===== src/hw/frc_pkg.sv =====
// Constants and helpers shared by the frame rate capability register bank.
`default_nettype none
package frc_pkg;
    // Bus widths and bank geometry.
    localparam int unsigned ADDR_W     = 12;
    localparam int unsigned DATA_W     = 32;
    localparam int unsigned RATE_COUNT = 8;
    localparam int unsigned REG_COUNT  = 6;
    localparam int unsigned IDX_W      = 3;

    // Byte offsets of the capability registers from the inquiry base.
    localparam logic [ADDR_W-1:0] OFF_QQVGA_YUV444 = 12'h200;
    localparam logic [ADDR_W-1:0] OFF_QVGA_YUV422  = 12'h204;
    localparam logic [ADDR_W-1:0] OFF_VGA_YUV411   = 12'h208;
    localparam logic [ADDR_W-1:0] OFF_VGA_YUV422   = 12'h20c;
    localparam logic [ADDR_W-1:0] OFF_VGA_RGB      = 12'h210;
    localparam logic [ADDR_W-1:0] OFF_VGA_MONO8    = 12'h214;
    localparam logic [ADDR_W-1:0] OFF_STRIDE       = 12'h004;

    // Rate n sits at word bit (WORD_MSB - n); bit 0 of the register is the word MSB.
    localparam int unsigned WORD_MSB = 31;

    // Rates that each mode may report at all; the 160x120 mode never reports 1.875 or 3.75 fps.
    localparam logic [RATE_COUNT-1:0] ALLOW_QQVGA = 8'hfc;
    localparam logic [RATE_COUNT-1:0] ALLOW_ALL   = 8'hff;

    // Default support masks, rate n in mask bit n (1.875, 3.75, 7.5, 15, 30, 60, 120, 240 fps).
    localparam logic [RATE_COUNT-1:0] CAPS_DEFAULT = 8'hff;

    // Reset value of the answer registers.
    localparam logic [DATA_W-1:0] RSP_DATA_RST = 32'h0000_0000;

    // Places an 8-bit rate mask into the MSB-first word layout with reserved bits at zero.
    function automatic logic [DATA_W-1:0] rate_word(input logic [RATE_COUNT-1:0] mask);
        logic [DATA_W-1:0] w;
        w = '0;
        for (int n = 0; n < RATE_COUNT; n++) begin
            w[WORD_MSB-n] = mask[n];
        end
        return w;
    endfunction : rate_word

    // True when the offset lands on one of the six capability registers.
    function automatic logic offset_mapped(input logic [ADDR_W-1:0] off);
        return (off >= OFF_QQVGA_YUV444) && (off <= OFF_VGA_MONO8) && (off[1:0] == 2'b00);
    endfunction : offset_mapped

    // Register index of a mapped offset, counted from the first capability register.
    function automatic logic [IDX_W-1:0] offset_index(input logic [ADDR_W-1:0] off);
        logic [ADDR_W-1:0] d;
        d = off - OFF_QQVGA_YUV444;
        return d[IDX_W+1:2];
    endfunction : offset_index
endpackage : frc_pkg
`default_nettype wire


===== src/hw/frc_rom_if.sv =====
// Link between the request logic and the capability table.
`default_nettype none
interface frc_rom_if;
    import frc_pkg::*;
    logic [IDX_W-1:0]  index;
    logic [DATA_W-1:0] word;

    modport table_side (input index, output word);
    modport user_side  (output index, input word);
endinterface : frc_rom_if
`default_nettype wire


===== src/hw/frc_regs.sv =====
// Read-only bank of frame rate capability registers with a simple request port.
`default_nettype none

module frc_regs
    import frc_pkg::*;
#(
    parameter logic [RATE_COUNT-1:0] CAPS_QQVGA_YUV444 = CAPS_DEFAULT,
    parameter logic [RATE_COUNT-1:0] CAPS_QVGA_YUV422  = CAPS_DEFAULT,
    parameter logic [RATE_COUNT-1:0] CAPS_VGA_YUV411   = CAPS_DEFAULT,
    parameter logic [RATE_COUNT-1:0] CAPS_VGA_YUV422   = CAPS_DEFAULT,
    parameter logic [RATE_COUNT-1:0] CAPS_VGA_RGB      = CAPS_DEFAULT,
    parameter logic [RATE_COUNT-1:0] CAPS_VGA_MONO8    = CAPS_DEFAULT
) (
    input  wire logic                        sys_clk,
    input  wire logic                        rst,
    input  wire logic                        req_rd,
    input  wire logic                        req_wr,
    input  wire logic [frc_pkg::ADDR_W-1:0]  req_offset,
    input  wire logic [frc_pkg::DATA_W-1:0]  req_wdata,
    output var  logic                        rsp_valid,
    output var  logic                        rsp_err,
    output var  logic [frc_pkg::DATA_W-1:0]  rsp_data
);
    import frc_pkg::*;

    frc_rom_if rom_link ();

    logic                  req_any;
    logic                  req_hit;
    logic [DATA_W-1:0]     next_rsp_data;
    logic                  next_rsp_err;
    logic [DATA_W-1:0]     wdata_unused;

    // Request decode: the offset picks a table entry when it lands in the bank.
    assign req_any        = req_rd | req_wr;
    assign req_hit        = offset_mapped(req_offset);
    assign rom_link.index = offset_index(req_offset);
    assign wdata_unused   = req_wdata;

    // Answer selection: reads return the table word, writes are acknowledged and dropped.
    assign next_rsp_data = (req_rd && req_hit) ? rom_link.word : RSP_DATA_RST;
    assign next_rsp_err  = req_any && !req_hit;

    frc_cap_table #(
        .CAPS_QQVGA_YUV444 (CAPS_QQVGA_YUV444),
        .CAPS_QVGA_YUV422  (CAPS_QVGA_YUV422),
        .CAPS_VGA_YUV411   (CAPS_VGA_YUV411),
        .CAPS_VGA_YUV422   (CAPS_VGA_YUV422),
        .CAPS_VGA_RGB      (CAPS_VGA_RGB),
        .CAPS_VGA_MONO8    (CAPS_VGA_MONO8)
    ) u_table (
        .rom (rom_link.table_side)
    );

    // Answer registers: one cycle after any request, cleared under reset.
    always_ff @(posedge sys_clk) begin
        if (rst) begin
            rsp_valid <= 1'b0;
            rsp_err   <= 1'b0;
            rsp_data  <= RSP_DATA_RST;
        end else begin
            rsp_valid <= req_any;
            rsp_err   <= next_rsp_err;
            rsp_data  <= next_rsp_data;
        end
    end

    // Expected words, built independently of the table for the checks below.
    logic [DATA_W-1:0] exp_qqvga;
    logic [DATA_W-1:0] exp_qvga;
    logic [DATA_W-1:0] exp_mono8;
    assign exp_qqvga = rate_word(CAPS_QQVGA_YUV444 & ALLOW_QQVGA);
    assign exp_qvga  = rate_word(CAPS_QVGA_YUV422);
    assign exp_mono8 = rate_word(CAPS_VGA_MONO8);

    // Every request is answered on the next edge and only then.
    property p_answer_latency;
        @(posedge sys_clk) disable iff (rst)
        req_any |=> rsp_valid;
    endproperty
    a_answer_latency: assert property (p_answer_latency) else $error("Request not answered next cycle.");

    // No answer appears in a cycle that follows an idle edge.
    property p_no_spurious_answer;
        @(posedge sys_clk) disable iff (rst)
        !req_any |=> !rsp_valid;
    endproperty
    a_no_spurious_answer: assert property (p_no_spurious_answer) else $error("Answer without request.");

    // Reserved bits 8 to 31 of the register, low word bits, always read zero.
    property p_reserved_zero;
        @(posedge sys_clk) disable iff (rst)
        rsp_valid |-> (rsp_data[WORD_MSB-RATE_COUNT:0] == '0);
    endproperty
    a_reserved_zero: assert property (p_reserved_zero) else $error("Reserved bits not zero.");

    // The 160x120 register never reports 1.875 or 3.75 fps.
    property p_qqvga_low_rates;
        @(posedge sys_clk) disable iff (rst)
        (req_rd && req_offset == OFF_QQVGA_YUV444) |=> (rsp_data == exp_qqvga) && (rsp_data[31:30] == 2'b00);
    endproperty
    a_qqvga_low_rates: assert property (p_qqvga_low_rates) else $error("160x120 word wrong.");

    // Rate 0 lands on the word MSB and rate 7 on word bit 24.
    property p_msb_first;
        @(posedge sys_clk) disable iff (rst)
        (req_rd && req_offset == OFF_QVGA_YUV422) |=>
            (rsp_data[31] == CAPS_QVGA_YUV422[0]) && (rsp_data[24] == CAPS_QVGA_YUV422[7]);
    endproperty
    a_msb_first: assert property (p_msb_first) else $error("Bit order not MSB first.");

    // A read of the last register returns its full mask.
    property p_last_register;
        @(posedge sys_clk) disable iff (rst)
        (req_rd && req_offset == OFF_VGA_MONO8) |=> (rsp_data == exp_mono8) && !rsp_err;
    endproperty
    a_last_register: assert property (p_last_register) else $error("Last register read wrong.");

    // Offsets outside the bank, or unaligned, answer with an error and zero data.
    property p_unmapped;
        @(posedge sys_clk) disable iff (rst)
        (req_any && !offset_mapped(req_offset)) |=> rsp_err && (rsp_data == '0);
    endproperty
    a_unmapped: assert property (p_unmapped) else $error("Unmapped access not refused.");

    // A write leaves the word that a later read returns unchanged.
    property p_write_no_effect;
        @(posedge sys_clk) disable iff (rst)
        (req_wr && req_offset == OFF_QVGA_YUV422) ##1 (req_rd && req_offset == OFF_QVGA_YUV422)
            |=> (rsp_data == exp_qvga);
    endproperty
    a_write_no_effect: assert property (p_write_no_effect) else $error("Write altered a register.");

    // A plain write answers with zero data and no error when mapped.
    property p_write_answer;
        @(posedge sys_clk) disable iff (rst)
        (req_wr && !req_rd && offset_mapped(req_offset)) |=> rsp_valid && !rsp_err && (rsp_data == '0);
    endproperty
    a_write_answer: assert property (p_write_answer) else $error("Write answer malformed.");

    // Expected words of the middle registers, built straight from their masks.
    logic [DATA_W-1:0] exp_vga411;
    logic [DATA_W-1:0] exp_vga422;
    logic [DATA_W-1:0] exp_rgb;
    assign exp_vga411 = rate_word(CAPS_VGA_YUV411);
    assign exp_vga422 = rate_word(CAPS_VGA_YUV422);
    assign exp_rgb    = rate_word(CAPS_VGA_RGB);

    // A read of the 320x240 register returns its whole word.
    property p_read_qvga;
        @(posedge sys_clk) disable iff (rst)
        (req_rd && req_offset == OFF_QVGA_YUV422) |=> rsp_valid && !rsp_err && (rsp_data == exp_qvga);
    endproperty
    a_read_qvga: assert property (p_read_qvga) else $error("320x240 word wrong.");

    // A read of the 640x480 4:1:1 register returns its whole word.
    property p_read_vga411;
        @(posedge sys_clk) disable iff (rst)
        (req_rd && req_offset == OFF_VGA_YUV411) |=> rsp_valid && !rsp_err && (rsp_data == exp_vga411);
    endproperty
    a_read_vga411: assert property (p_read_vga411) else $error("640x480 4:1:1 word wrong.");

    // A read of the 640x480 4:2:2 register returns its whole word.
    property p_read_vga422;
        @(posedge sys_clk) disable iff (rst)
        (req_rd && req_offset == OFF_VGA_YUV422) |=> rsp_valid && !rsp_err && (rsp_data == exp_vga422);
    endproperty
    a_read_vga422: assert property (p_read_vga422) else $error("640x480 4:2:2 word wrong.");

    // A read of the 640x480 RGB register returns its whole word.
    property p_read_rgb;
        @(posedge sys_clk) disable iff (rst)
        (req_rd && req_offset == OFF_VGA_RGB) |=> rsp_valid && !rsp_err && (rsp_data == exp_rgb);
    endproperty
    a_read_rgb: assert property (p_read_rgb) else $error("640x480 RGB word wrong.");

    // Any access that lands on a register is answered without an error.
    property p_mapped_no_err;
        @(posedge sys_clk) disable iff (rst)
        (req_any && offset_mapped(req_offset)) |=> !rsp_err;
    endproperty
    a_mapped_no_err: assert property (p_mapped_no_err) else $error("Mapped access flagged.");

    // The error flag only stands together with an answer.
    property p_err_with_valid;
        @(posedge sys_clk) disable iff (rst)
        rsp_err |-> rsp_valid;
    endproperty
    a_err_with_valid: assert property (p_err_with_valid) else $error("Error flag without answer.");

    // A refused access never leaks register contents.
    property p_err_data_zero;
        @(posedge sys_clk) disable iff (rst)
        rsp_err |-> (rsp_data == '0);
    endproperty
    a_err_data_zero: assert property (p_err_data_zero) else $error("Refused access returned data.");

    // Data lines stay at zero while no answer stands.
    property p_quiet_data;
        @(posedge sys_clk) disable iff (rst)
        !rsp_valid |-> (rsp_data == '0);
    endproperty
    a_quiet_data: assert property (p_quiet_data) else $error("Data without answer.");

    // Every plain write, mapped or not, answers with zero data.
    property p_write_zero;
        @(posedge sys_clk) disable iff (rst)
        (req_wr && !req_rd) |=> (rsp_data == '0);
    endproperty
    a_write_zero: assert property (p_write_zero) else $error("Write returned data.");

    // The edge after a reset edge shows a quiet answer port.
    property p_reset_clear;
        @(posedge sys_clk)
        rst |=> !rsp_valid && !rsp_err && (rsp_data == '0);
    endproperty
    a_reset_clear: assert property (p_reset_clear) else $error("Answer port not cleared by reset.");

    // Main scenarios.
    c_read_first: cover property (@(posedge sys_clk) disable iff (rst) req_rd && req_offset == OFF_QQVGA_YUV444);
    c_read_and_write: cover property (@(posedge sys_clk) disable iff (rst) req_rd && req_wr);
    c_read_last: cover property (@(posedge sys_clk) disable iff (rst) req_rd && req_offset == OFF_VGA_MONO8);
    c_write_then_read: cover property (@(posedge sys_clk) disable iff (rst) req_wr ##1 req_rd);
    c_unmapped: cover property (@(posedge sys_clk) disable iff (rst) req_any && !offset_mapped(req_offset));
endmodule : frc_regs
`default_nettype wire


===== src/hw/frc_cap_table.sv =====
// Constant table of frame rate capability words, one per low-resolution mode.
`default_nettype none
module frc_cap_table
    import frc_pkg::*;
#(
    parameter logic [RATE_COUNT-1:0] CAPS_QQVGA_YUV444 = CAPS_DEFAULT,
    parameter logic [RATE_COUNT-1:0] CAPS_QVGA_YUV422  = CAPS_DEFAULT,
    parameter logic [RATE_COUNT-1:0] CAPS_VGA_YUV411   = CAPS_DEFAULT,
    parameter logic [RATE_COUNT-1:0] CAPS_VGA_YUV422   = CAPS_DEFAULT,
    parameter logic [RATE_COUNT-1:0] CAPS_VGA_RGB      = CAPS_DEFAULT,
    parameter logic [RATE_COUNT-1:0] CAPS_VGA_MONO8    = CAPS_DEFAULT
) (
    frc_rom_if.table_side rom
);
    // Words are fixed at elaboration; nothing can overwrite them.
    logic [DATA_W-1:0] caps [REG_COUNT];

    assign caps[0] = rate_word(CAPS_QQVGA_YUV444 & ALLOW_QQVGA);
    assign caps[1] = rate_word(CAPS_QVGA_YUV422 & ALLOW_ALL);
    assign caps[2] = rate_word(CAPS_VGA_YUV411 & ALLOW_ALL);
    assign caps[3] = rate_word(CAPS_VGA_YUV422 & ALLOW_ALL);
    assign caps[4] = rate_word(CAPS_VGA_RGB & ALLOW_ALL);
    assign caps[5] = rate_word(CAPS_VGA_MONO8 & ALLOW_ALL);

    // Out-of-range indices select an all-zero word.
    assign rom.word = (rom.index < IDX_W'(REG_COUNT)) ? caps[rom.index] : RSP_DATA_RST;
endmodule : frc_cap_table
`default_nettype wire


===== config.mk =====
export PLATFORM = sky130hd
export DESIGN_NAME = frc_regs
export DESIGN_NICKNAME = d
export VERILOG_FILES = /design/src/hw/frc_pkg.sv /design/src/hw/frc_rom_if.sv /design/src/hw/frc_regs.sv /design/src/hw/frc_cap_table.sv
export SDC_FILE = /design/constraint.sdc
export NUM_CORES = 1
export LEC_CHECK = 0
export BUFFER_PORTS_ARGS = -buffer_cell sky130_fd_sc_hd__buf_4
export CORE_MARGIN = 1
export CORE_UTILIZATION = 25
export DETAILED_ROUTE_END_ITERATION = 12
export PLACE_DENSITY_LB_ADDON = 0.15
export SYNTH_ARGS = -nofsm -noshare
export SYNTH_HDL_FRONTEND = slang
export SYNTH_SLANG_ARGS = --single-unit

===== constraint.sdc =====
create_clock -name sys_clk -period 1 [get_ports sys_clk]
set_input_delay 0.05 -clock sys_clk [delete_from_list [all_inputs] [get_ports sys_clk]]
set_output_delay 0.05 -clock sys_clk [all_outputs]
set_load 0.02 [all_outputs]

==> results of run 1 <==
[logic make-up after synthesis]
kind of cell / count (synthesis) / share of synthesized area [%]
flops: 4 / 20.38
other cells: 1 / 0.9545
compound gates: 2 / 5.414
simple gates: 10 / 15.92
buf+inv: 30 / 57.33
[state kept, by name, indices dropped and copies added, names as in the netlist]
register,count
rsp_data,2
rsp_err,1
rsp_valid,1
[metal layers]
layer | wire length [um] | up-vias | track usage [%]
met5 | 0 | - | 0
met4 | 5 | 0 | 7.742
met3 | 99 | 2 | 6.522
met2 | 246 | 35 | 9.063
met1 | 215 | 113 | 6.562
li1 | - | 142 | -
[layout by cell type, fill, tap and decap left out, drive strengths merged]
master        n
clkbuf        3
nor3          3
buf          25
dlygate4sd3   1
conb         24
nand2         2
dfxtp         4
nand4b        1
a211oi        1
a311oi        1
nor2          3
nor4b         1
[cell usage after synthesis (all sizes together)]
cell type,count
buf,30
dfxtp,4
nor2,3
nor3,3
nand2,2
a211oi,1
a311oi,1
conb,1
nand4b,1
nor4b,1
[worst max-delay path: stages]
cell,delay (ns)
sky130_fd_sc_hd__dlygate4sd3_1,0.53
sky130_fd_sc_hd__buf_4,0.14
sky130_fd_sc_hd__nand4b_1,0.20
sky130_fd_sc_hd__nor3_2,0.16
[where the power goes]
part	total, mW	switching [mW]	internal, mW
registers	0.167	0.00125	0.166
clock network	0.192	0.0586	0.134
logic	0.162	0.108	0.0537
total	0.522	0.168	0.353
[layout make-up]
type | instances | share of cell area, %
well taps | 15 | 3.807
multi-input cells | 36 | 35.28
clock buffers | 3 | 4.569
repair buffers | 26 | 40.10
flip-flops and latches | 4 | 16.24
[stage by stage]
step	area (um2)	std cells	hold WS (ns)	power (mW)	setup slack (ns)
global route	493.0	84	0.05019	0.5649	0.03602
floorplan	479.2	70	0.1221	0.3401	0.2688
detailed placement	460.4	80	0.2355	0.3278	0.1305
global placement	460.4	80	0.2312	0.3273	0.1415
CTS	493.0	84	0.05753	0.5337	0.07951
finish	493.0	84	0.05675	0.5215	0.07705
[path summary, 6_finish.rpt]
check	slack (ns)	endpoint	start
worst max-delay path	0.08	rsp_data[30]$_SDFF_PP0_	rst
worst min-delay path	0.06	rsp_valid$_SDFF_PP0_	req_wr
[timing repair]
item / 4_1_cts / 5_1_grt
setup buffers: 0 / 0
setup endpoints to repair: 0 / 0
endpoints found under the hold margin: 2 / 0
hold buffers: 1 / 0
==> insert_results.sql, run 1 <==
INSERT INTO impl_metrics (metric_group, metric, value, unit) VALUES
('critical_path', 'cp-end-kind', 'register', ''),
('global_routing', 'maximum_number_of_pins_on_one_net_before_global_route_repair', '7', ''),
('timing', 'slew_violations', '0', ''),
('clock_tree', 'clkSlewWorstSetupHoldPaths', '0.03', 'ns'),
('drt', 'detailedRoute.firstIterationViolations', '3', ''),
('final_layout', 'area_growth_syn_to_layout', '25.48', '%'),
('synthesis', 'gate_count_after_technology_mapping', '47', ''),
('global_routing', 'grt.total_usage', '7.258', '%'),
('placed_design', 'buffer_ports.inserted', '25', ''),
('die', 'design.portCount', '82', ''),
('die', 'core-area', '0.001383', 'mm2'),
('timing', 'layout_min_cycle_time', '0.9230', 'ns'),
('final_layout', 'final_layout_size_suffix_gt1_share', '44.93', '%'),
('clock_tree', 'cts-root-buf', 'sky130_fd_sc_hd__clkbuf_4', ''),
('synthesis', 'post_synth_instance_area', '392.9', 'um2'),
('final_layout', 'final_core_utilization', '35.66', '%'),
('clock_tree', 'tritoncts', 'built', ''),
('synthesis', 'yosys.area.top_type', 'sky130_fd_sc_hd__buf_4', ''),
('synthesis', 'post_synth_main_area_contributors', 'sky130_fd_sc_hd__buf_4 57%, sky130_fd_sc_hd__dfxtp_1 20%, sky130_fd_sc_hd__nor4b_2 3.8%', ''),
('pwr', 'power_density', '1058', 'mW/mm2'),
('flow_run', 'cap_violations', '0', ''),
('critical_path', 'worstPathRequired', '1.16', 'ns'),
('final_layout', 'antenna-diode-count', '0', ''),
('drt', 'post_drt_via_cell_ratio', '3.476', ''),
('synthesis', 'yosys_warn_count', '0', ''),
('drt', 'detail_route.wl_per_cell', '6.750', 'um'),
('global_routing', 'grt_first_pass_wirelength', '834', 'um'),
('clock_tree', 'postCtsResizedCells', '0', ''),
('critical_path', 'critical_path_peak_fanout', '3', ''),
('timing', 'fmaxAchievable', '1083', 'MHz'),
('pwr', 'leakagePower', '0.2693', 'nW'),
('synthesis', 'synth_area_per_cell', '8.359', 'um2'),
('synthesis', 'part_of_the_yosys_area_used_for_sequential_elements', '20.38', '%'),
('global_routing', 'number_of_antenna_violations_at_the_first_check_in_global_routing', '0', ''),
('placed_design', 'hpwl', '509.7', 'um'),
('final_layout', 'multi_input_area', '173.9', 'um2'),
('die', 'chipWidth', '41.64', 'um'),
('drt', 'route.antenna.remaining_nets', '0', ''),
('die', 'row_count', '13', ''),
('synthesis', 'synth_seq_cells', '4', ''),
('drt', 'route.detailed.drc', '0', ''),
('global_routing', 'grt-ovfl-total', '0', ''),
('clock_tree', 'cts.path.max_buffers', '2', ''),
('synthesis', 'synth_top_area_share', '57.32', '%'),
('status', 'status', 'completed', ''),
('timing', 'tns', '0', 'ns'),
('final_layout', 'design.final.nets', '119', ''),
('timing', 'timing.final.crit_share', '92.30', '%'),
('timing', 'final_hold_violation_count', '0', ''),
('drt', 'vias', '292', ''),
('die', 'die_area', '0.001734', 'mm2'),
('global_routing', 'first_global_vias', '201', ''),
('timing', 'timing.final.setup_violations', '0', ''),
('pwr', 'max-vdd-ir-drop', '235.1', 'uV'),
('placed_design', 'finalWeightedCongestion', '0.6182', ''),
('final_layout', 'fill_cell_count', '146', ''),
('clock_tree', 'number_of_clock_sinks', '4', ''),
('critical_path', 'worstSetupStartpointType', 'input port', ''),
('critical_path', 'crit_type', 'in -> reg', ''),
('clock_tree', 'cts.htree.levels', '1', ''),
('die', 'floorplan.initialDensity', '28.42', '%'),
('hold_path', 'hp-class', 'in -> reg', ''),
('clock_tree', 'cts_inserted_buffers', '3', ''),
('final_layout', 'area.sequential', '80.08', 'um2'),
('drt', 'totalWireLength', '567', 'um'),
('die', 'die_h', '41.64', 'um'),
('critical_path', 'worstPathArrival', '1.08', 'ns'),
('hold_path', 'worst_hold_path.num_cells', '3', ''),
('timing', 'rsz0062_at_grt', 'no', ''),
('synthesis', 'yosysUniqueCellTypes', '11', ''),
('drt', 'detailedRoute.firstPassIterationCount', '2', '');
No activity file was read; power rests on OpenSTA's default activity.
==> run 2: changes to the inputs <==
--- a/config.mk
+++ b/config.mk
@@ -10,6 +10,7 @@
 export CORE_UTILIZATION = 25
 export DETAILED_ROUTE_END_ITERATION = 12
 export PLACE_DENSITY_LB_ADDON = 0.15
+export SETUP_SLACK_MARGIN = 0.15
 export SYNTH_ARGS = -nofsm -noshare
 export SYNTH_HDL_FRONTEND = slang
 export SYNTH_SLANG_ARGS = --single-unit
==> run 2 against run 1 <==
Compared with the run above:
- sequential power hardly changed
- highest routed layer unchanged
- hold slack better by 0.00057 ns
- sequential share of layout area is 0.21 points higher
- power hardly changed
- non-clock buffer count stayed put
- combinational power hardly changed
- largest power group unchanged
- fmax is 17% higher
- first-iteration DRC count is 33% higher
==> insert_results.sql, run 2 (synthesis results as in run 1) <==
INSERT INTO impl_metrics (metric_group, metric, value, unit) VALUES
('pwr', 'report.power.total', '0.5216', 'mW'),
('die', 'row_count', '13', ''),
('hold_path', 'hp-class', 'in -> reg', ''),
('final_layout', 'largestRegisters', 'rsp_data: 2 flops, rsp_err: 1 flops, rsp_valid: 1 flops', ''),
('die', 'die_area', '0.001734', 'mm2'),
('status', 'status', 'completed', ''),
('global_routing', 'number_of_antenna_violations_at_the_first_check_in_global_routing', '0', ''),
('placed_design', 'buffer_ports.inserted', '25', ''),
('timing', 'tns', '0', 'ns'),
('timing', 'timing.final.crit_share', '79.15', '%'),
('drt', 'vias', '293', ''),
('clock_tree', 'cts.htree.levels', '1', ''),
('timing', 'rsz0062_at_grt', 'no', ''),
('global_routing', 'grt.total_usage', '6.989', '%'),
('placed_design', 'placedCellCount', '80', ''),
('final_layout', 'area.sequential', '81.33', 'um2'),
('global_routing', 'maximum_number_of_pins_on_one_net_before_global_route_repair', '7', ''),
('final_layout', 'final_design_area_no_fill', '494.2', 'um2'),
('placed_design', 'post_dp_area', '460.4', 'um2'),
('die', 'core-area', '0.001383', 'mm2'),
('critical_path', 'cp-end-kind', 'output pin', ''),
('final_layout', 'top_register', 'rsp_data', ''),
('die', 'floorplan.initialDensity', '28.42', '%'),
('pwr', 'power_density', '1055', 'mW/mm2'),
('clock_tree', 'cts.path.max_buffers', '2', ''),
('drt', 'detailedRoute.firstPassIterationCount', '2', ''),
('timing', 'layout_min_cycle_time', '0.7915', 'ns'),
('critical_path', 'crit_type', 'reg -> out', ''),
('critical_path', 'cpLargestDelayFamily', 'flip-flops', ''),
('die', 'die_h', '41.64', 'um'),
('pwr', 'max-vdd-ir-drop', '237.8', 'uV'),
('placed_design', 'finalWeightedCongestion', '0.6182', ''),
('critical_path', 'worstPathRequired', '0.95', 'ns'),
('final_layout', 'finish.cell_count_without_fillers', '84', ''),
('clock_tree', 'tritoncts', 'built', ''),
('drt', 'detail_route.wl_per_cell', '6.667', 'um'),
('final_layout', 'most-common-layout-cells', '25 x sky130_fd_sc_hd__buf_4, 24 x sky130_fd_sc_hd__conb_1, 3 x sky130_fd_sc_hd__nor2_1, 3 x sky130_fd_sc_hd__clkbuf_4, 3 x sky130_fd_sc_hd__dfxtp_1', ''),
('final_layout', 'fill_cell_count', '144', ''),
('timing', 'timing.final.setup_violations', '0', ''),
('timing', 'final_hold_violation_count', '0', ''),
('timing', 'worst_path_setup_slack_after_routing', '0.2085', 'ns'),
('drt', 'detailedRoute.firstIterationViolations', '4', ''),
('global_routing', 'grt-ovfl-total', '0', ''),
('final_layout', 'multi_input_area', '173.9', 'um2'),
('placed_design', 'place_worst_setup_slack', '0.1305', 'ns'),
('global_routing', 'grt_first_pass_wirelength', '793', 'um'),
('clock_tree', 'number_of_clock_sinks', '4', ''),
('hold_path', 'worst_hold_path.num_cells', '3', ''),
('critical_path', 'cp.depth', '1', ''),
('drt', 'route.antenna.remaining_nets', '0', ''),
('critical_path', 'worstSetupStartpointType', 'register', ''),
('final_layout', 'area_growth_syn_to_layout', '25.80', '%'),
('final_layout', 'largest_register_ffs', '2', ''),
('critical_path', 'max_incr_delay_on_cp', '0.36', 'ns'),
('hold_path', 'hold_path_startpoint', 'req_wr', ''),
('die', 'design.portCount', '82', ''),
('critical_path', 'critical-path-slowest-cell', 'sky130_fd_sc_hd__dfxtp_2', ''),
('timing', 'fmaxAchievable', '1263', 'MHz'),
('clock_tree', 'clkSlewWorstSetupHoldPaths', '0.03', 'ns'),
('flow_run', 'cap_violations', '0', ''),
('critical_path', 'critical_path_peak_fanout', '6', ''),
('global_routing', 'first_global_vias', '186', ''),
('final_layout', 'antenna-diode-count', '0', ''),
('drt', 'totalWireLength', '560', 'um'),
('die', 'chipWidth', '41.64', 'um'),
('clock_tree', 'cts_inserted_buffers', '3', ''),
('critical_path', 'crit_chain', 'buf_4', ''),
('timing', 'slew_violations', '0', ''),
('placed_design', 'hpwl', '509.7', 'um'),
('final_layout', 'final_layout_size_suffix_gt1_share', '46.38', '%'),
('drt', 'route.detailed.drc', '0', ''),
('pwr', 'leakagePower', '0.2698', 'nW'),
('drt', 'post_drt_via_cell_ratio', '3.488', ''),
('clock_tree', 'cts-root-buf', 'sky130_fd_sc_hd__clkbuf_4', ''),
('final_layout', 'final_common_cell', 'sky130_fd_sc_hd__buf_4', ''),
('final_layout', 'design.final.nets', '119', ''),
('critical_path', 'worstPathBufferInverterCount', '1', ''),
('clock_tree', 'cts_setup_buffers', '0', ''),
('hold_path', 'hold_path_end', 'rsp_valid$_SDFF_PP0_', ''),
('critical_path', 'worstPathArrival', '0.74', 'ns');
[run 2: cell counts in the layout (fill, tap and decap cells not counted)]
Identical to the previous run, type by type.
[run 2: through the flow]
| step | util [%] | hold slack [ns] |
|---|---|---|
| after global placement | 33.30 | 0.2312 |
| after floorplan | - | 0.1221 |
| after global routing | 35.75 | 0.05019 |
| after CTS | 35.75 | 0.05753 |
| final | 35.75 | 0.05731 |
| after detailed placement | 33.30 | 0.2355 |
[run 2: how the worst max path moves through the flow]
stage               slack [ns]               startpoint                      end
finish                    0.21  rsp_data[29]$_SDFF_PP0_             rsp_data[28]
global route              0.16  rsp_data[29]$_SDFF_PP0_             rsp_data[28]
CTS                       0.20  rsp_data[29]$_SDFF_PP0_             rsp_data[28]
detailed placement        0.13           req_offset[10]  rsp_data[30]$_SDFF_PP0_
global placement          0.14           req_offset[10]  rsp_data[30]$_SDFF_PP0_
floorplan                 0.27  rsp_data[29]$_SDFF_PP0_             rsp_data[25]
[run 2: layer usage]
metal / wire, um / global-route usage (%) / share of wire, % / vias to the layer above
li1: - / - / - / 142
met1: 208 / 6.299 / 37 / 114
met2: 244 / 8.438 / 44 / 35
met3: 102 / 6.522 / 18 / 2
met4: 5 / 7.742 / 0.89 / 0
met5: 0 / 0 / 0 / -
[run 2: area by class of cell]
class,count,area share (%)
timing repair buffer,26,40.00
tap,15,3.797
multi-input combinational,36,35.19
sequential,4,16.46
clock buffer,3,4.557
[run 2: power by group]
group	switching (mW)	internal [mW]
Clock	0.0590	0.134
Combinational	0.108	0.0537
Sequential	0.00125	0.166
Total	0.168	0.353
[run 2: what timing repair did]
item,4_1_cts,5_1_grt
endpoints found under the hold margin,2,0
gates resized for setup,1,0
hold buffers,1,0
setup endpoints to repair,6,0
==> run 3: changes to the inputs <==
--- a/config.mk
+++ b/config.mk
@@ -7,7 +7,7 @@
 export LEC_CHECK = 0
 export BUFFER_PORTS_ARGS = -buffer_cell sky130_fd_sc_hd__buf_4
 export CORE_MARGIN = 1
-export CORE_UTILIZATION = 25
+export CORE_UTILIZATION = 23
 export DETAILED_ROUTE_END_ITERATION = 12
 export PLACE_DENSITY_LB_ADDON = 0.15
 export SETUP_SLACK_MARGIN = 0.15
==> constraint.sdc (replaced) <==
create_clock -name sys_clk -period 0.8 [get_ports sys_clk]
set_input_delay 0.04 -clock sys_clk [delete_from_list [all_inputs] [get_ports sys_clk]]
set_output_delay 0.04 -clock sys_clk [all_outputs]
set_load 0.02 [all_outputs]
==> run 3 against run 2 <==
Compared with the run above:
- worst setup slack worse by 0.18 ns
- critical path depth unchanged
- combinational power up 38%
- sequential power up 25%
- hold slack worse by 0.012 ns
- the flow now finishes with violations (design-rule violations)
- cell count up 3.6%
- utilization down 0.51 points
- largest cell class unchanged
- routed wire length up 7.7%
- highest routed layer is now met3
- clock-buffer cell count unchanged
- final area up 11%
- via count up 3.8%
- sequential share of layout area down 0.51 points
==> insert_results.sql, run 3 (synthesis results as in run 1) <==
INSERT INTO impl_metrics (metric_group, metric, value, unit) VALUES
('die', 'design.portCount', '82', ''),
('status', 'status', 'finished, violations left', ''),
('final_layout', 'area.sequential', '87.58', 'um2'),
('timing', 'rsz0062_at_grt', 'yes', ''),
('final_layout', 'antenna-diode-count', '0', ''),
('pwr', 'clock_power_share', '36.1', '%'),
('clock_tree', 'cts_inserted_buffers', '3', ''),
('pwr', 'net-switching-power', '0.2204', 'mW'),
('placed_design', 'placedCellCount', '83', ''),
('global_routing', 'maximum_number_of_pins_on_one_net_before_global_route_repair', '7', ''),
('timing', 'worst_path_setup_slack_after_routing', '0.02769', 'ns'),
('critical_path', 'critical_path_peak_fanout', '6', ''),
('final_layout', 'final_design_area_no_fill', '549.3', 'um2'),
('timing', 'fmaxAchievable', '1295', 'MHz'),
('die', 'row_count', '14', ''),
('placed_design', 'place_worst_setup_slack', '-0.01105', 'ns'),
('global_routing', 'first_global_vias', '271', ''),
('critical_path', 'worstPathBufferInverterCount', '1', ''),
('clock_tree', 'number_of_clock_sinks', '4', ''),
('final_layout', 'final_core_utilization', '35.23', '%'),
('pwr', 'report.power.total', '0.6748', 'mW'),
('critical_path', 'worstPathRequired', '0.76', 'ns'),
('critical_path', 'crit_type', 'reg -> out', ''),
('final_layout', 'largestRegisters', 'rsp_data: 2 flops, rsp_err: 1 flops, rsp_valid: 1 flops', ''),
('critical_path', 'max_incr_delay_on_cp', '0.35', 'ns'),
('timing', 'slew_violations', '0', ''),
('placed_design', 'buffer_ports.inserted', '25', ''),
('placed_design', 'post_dp_area', '486.7', 'um2'),
('pwr', 'cell_int_power', '0.4544', 'mW'),
('pwr', 'seq_power_share', '30.8', '%'),
('clock_tree', 'clkSlewWorstSetupHoldPaths', '0.04', 'ns'),
('timing', 'final_hold_violation_count', '0', ''),
('final_layout', 'final_layout_size_suffix_gt1_share', '53.52', '%'),
('status', 'violations', 'design-rule violations', ''),
('die', 'core-area', '0.001559', 'mm2'),
('pwr', 'power.combinational.fraction', '33.1', '%'),
('final_layout', 'final_common_cell', 'sky130_fd_sc_hd__conb_1', ''),
('final_layout', 'design.final.nets', '121', ''),
('drt', 'route.detailed.drc', '7', ''),
('timing', 'timing.final.setup_violations', '0', ''),
('clock_tree', 'cts.path.max_buffers', '2', ''),
('critical_path', 'worstSetupStartpointType', 'register', ''),
('critical_path', 'crit_chain', 'buf_4', ''),
('die', 'chipWidth', '43.33', 'um'),
('pwr', 'power_density', '1229', 'mW/mm2'),
('final_layout', 'multi_input_area', '188.9', 'um2'),
('pwr', 'max-vdd-ir-drop', '317.3', 'uV'),
('critical_path', 'cp-end-kind', 'output pin', ''),
('critical_path', 'worstPathArrival', '0.73', 'ns'),
('clock_tree', 'cts.htree.levels', '1', ''),
('critical_path', 'critical-path-slowest-cell', 'sky130_fd_sc_hd__dfxtp_4', ''),
('placed_design', 'finalWeightedCongestion', '0.6672', ''),
('pwr', 'leakagePower', '0.2998', 'nW'),
('drt', 'vias', '304', ''),
('pwr', 'power.share.switching', '32.66', '%'),
('final_layout', 'finish.cell_count_without_fillers', '87', ''),
('global_routing', 'grt.total_usage', '7.799', '%'),
('clock_tree', 'cts-root-buf', 'sky130_fd_sc_hd__clkbuf_4', ''),
('final_layout', 'largest_register_ffs', '2', ''),
('die', 'die_h', '43.33', 'um'),
('final_layout', 'top_register', 'rsp_data', ''),
('drt', 'post_drt_via_cell_ratio', '3.494', ''),
('clock_tree', 'cts_setup_buffers', '0', ''),
('global_routing', 'grt-ovfl-total', '0', ''),
('drt', 'detailedRoute.firstIterationViolations', '10', ''),
('drt', 'detail_route.wl_per_cell', '6.931', 'um'),
('final_layout', 'area_growth_syn_to_layout', '39.81', '%'),
('hold_path', 'hp-class', 'in -> reg', ''),
('die', 'floorplan.initialDensity', '25.20', '%'),
('global_routing', 'number_of_antenna_violations_at_the_first_check_in_global_routing', '0', ''),
('die', 'die_area', '0.001877', 'mm2'),
('clock_tree', 'tritoncts', 'built', ''),
('drt', 'detailedRoute.firstPassIterationCount', '8', ''),
('timing', 'tns', '0', 'ns'),
('timing', 'holdWs', '0.04532', 'ns'),
('timing', 'layout_min_cycle_time', '0.7723', 'ns'),
('drt', 'totalWireLength', '603', 'um'),
('timing', 'timing.final.crit_share', '96.54', '%'),
('critical_path', 'cpLargestDelayFamily', 'flip-flops', ''),
('drt', 'route.antenna.remaining_nets', '0', ''),
('global_routing', 'grt_first_pass_wirelength', '1021', 'um'),
('placed_design', 'hpwl', '541.1', 'um'),
('final_layout', 'fill_cell_count', '159', ''),
('final_layout', 'most-common-layout-cells', '24 x sky130_fd_sc_hd__conb_1, 23 x sky130_fd_sc_hd__buf_4, 4 x sky130_fd_sc_hd__buf_6', ''),
('flow_run', 'cap_violations', '0', '');
[run 3: worst min-delay path, stage by stage]
cell and delay [ns]:
sky130_fd_sc_hd__buf_4 0.08, sky130_fd_sc_hd__nor2_1 0.05, sky130_fd_sc_hd__nor2_1 0.07
[run 3: area by class of cell]
class / count / area share [%]
clock buffer: 3 / 4.100
timing repair buffer: 28 / 41.91
sequential: 4 / 15.95
tap: 16 / 3.645
multi-input combinational: 36 / 34.40
[run 3: what timing repair did]
action                                  4_1_cts  5_1_grt
hold buffers                                  1        0
resized for setup                             8        2
endpoints found under the hold margin         2        0
endpoints found under the setup margin       10       12
cloned                                        0        0
[run 3: worst paths after layout]
| kind | slack [ns] | depth (start not counted) | startpoint | endpoint |
|---|---|---|---|---|
| hold / removal | 0.05 | 3 | req_wr | rsp_valid$_SDFF_PP0_ |
| setup / recovery | 0.03 | 1 | rsp_data[29]$_SDFF_PP0_ | rsp_data[29] |
[run 3: power groups by stage]
stage | clock, mW | combinational [mW] | sequential, mW
6_report | 0.244 | 0.223 | 0.208
3_5_place_dp | 0 | 0.211 | 0.212
3_3_place_gp | 0 | 0.210 | 0.212
4_1_cts | 0.257 | 0.218 | 0.208
5_1_grt | 0.265 | 0.240 | 0.209
2_1_floorplan | 0 | 0.206 | 0.221
[run 3: routing by layer]
| layer | vias to the layer above | share of wire [%] | global-route usage, % |
|---|---|---|---|
| met1 | 126 | 29 | 6.684 |
| met5 | - | 0 | 0 |
| met3 | 0 | 19 | 3.333 |
| met2 | 32 | 52 | 12.42 |
| met4 | 0 | 0 | 9.375 |
| li1 | 146 | - | - |
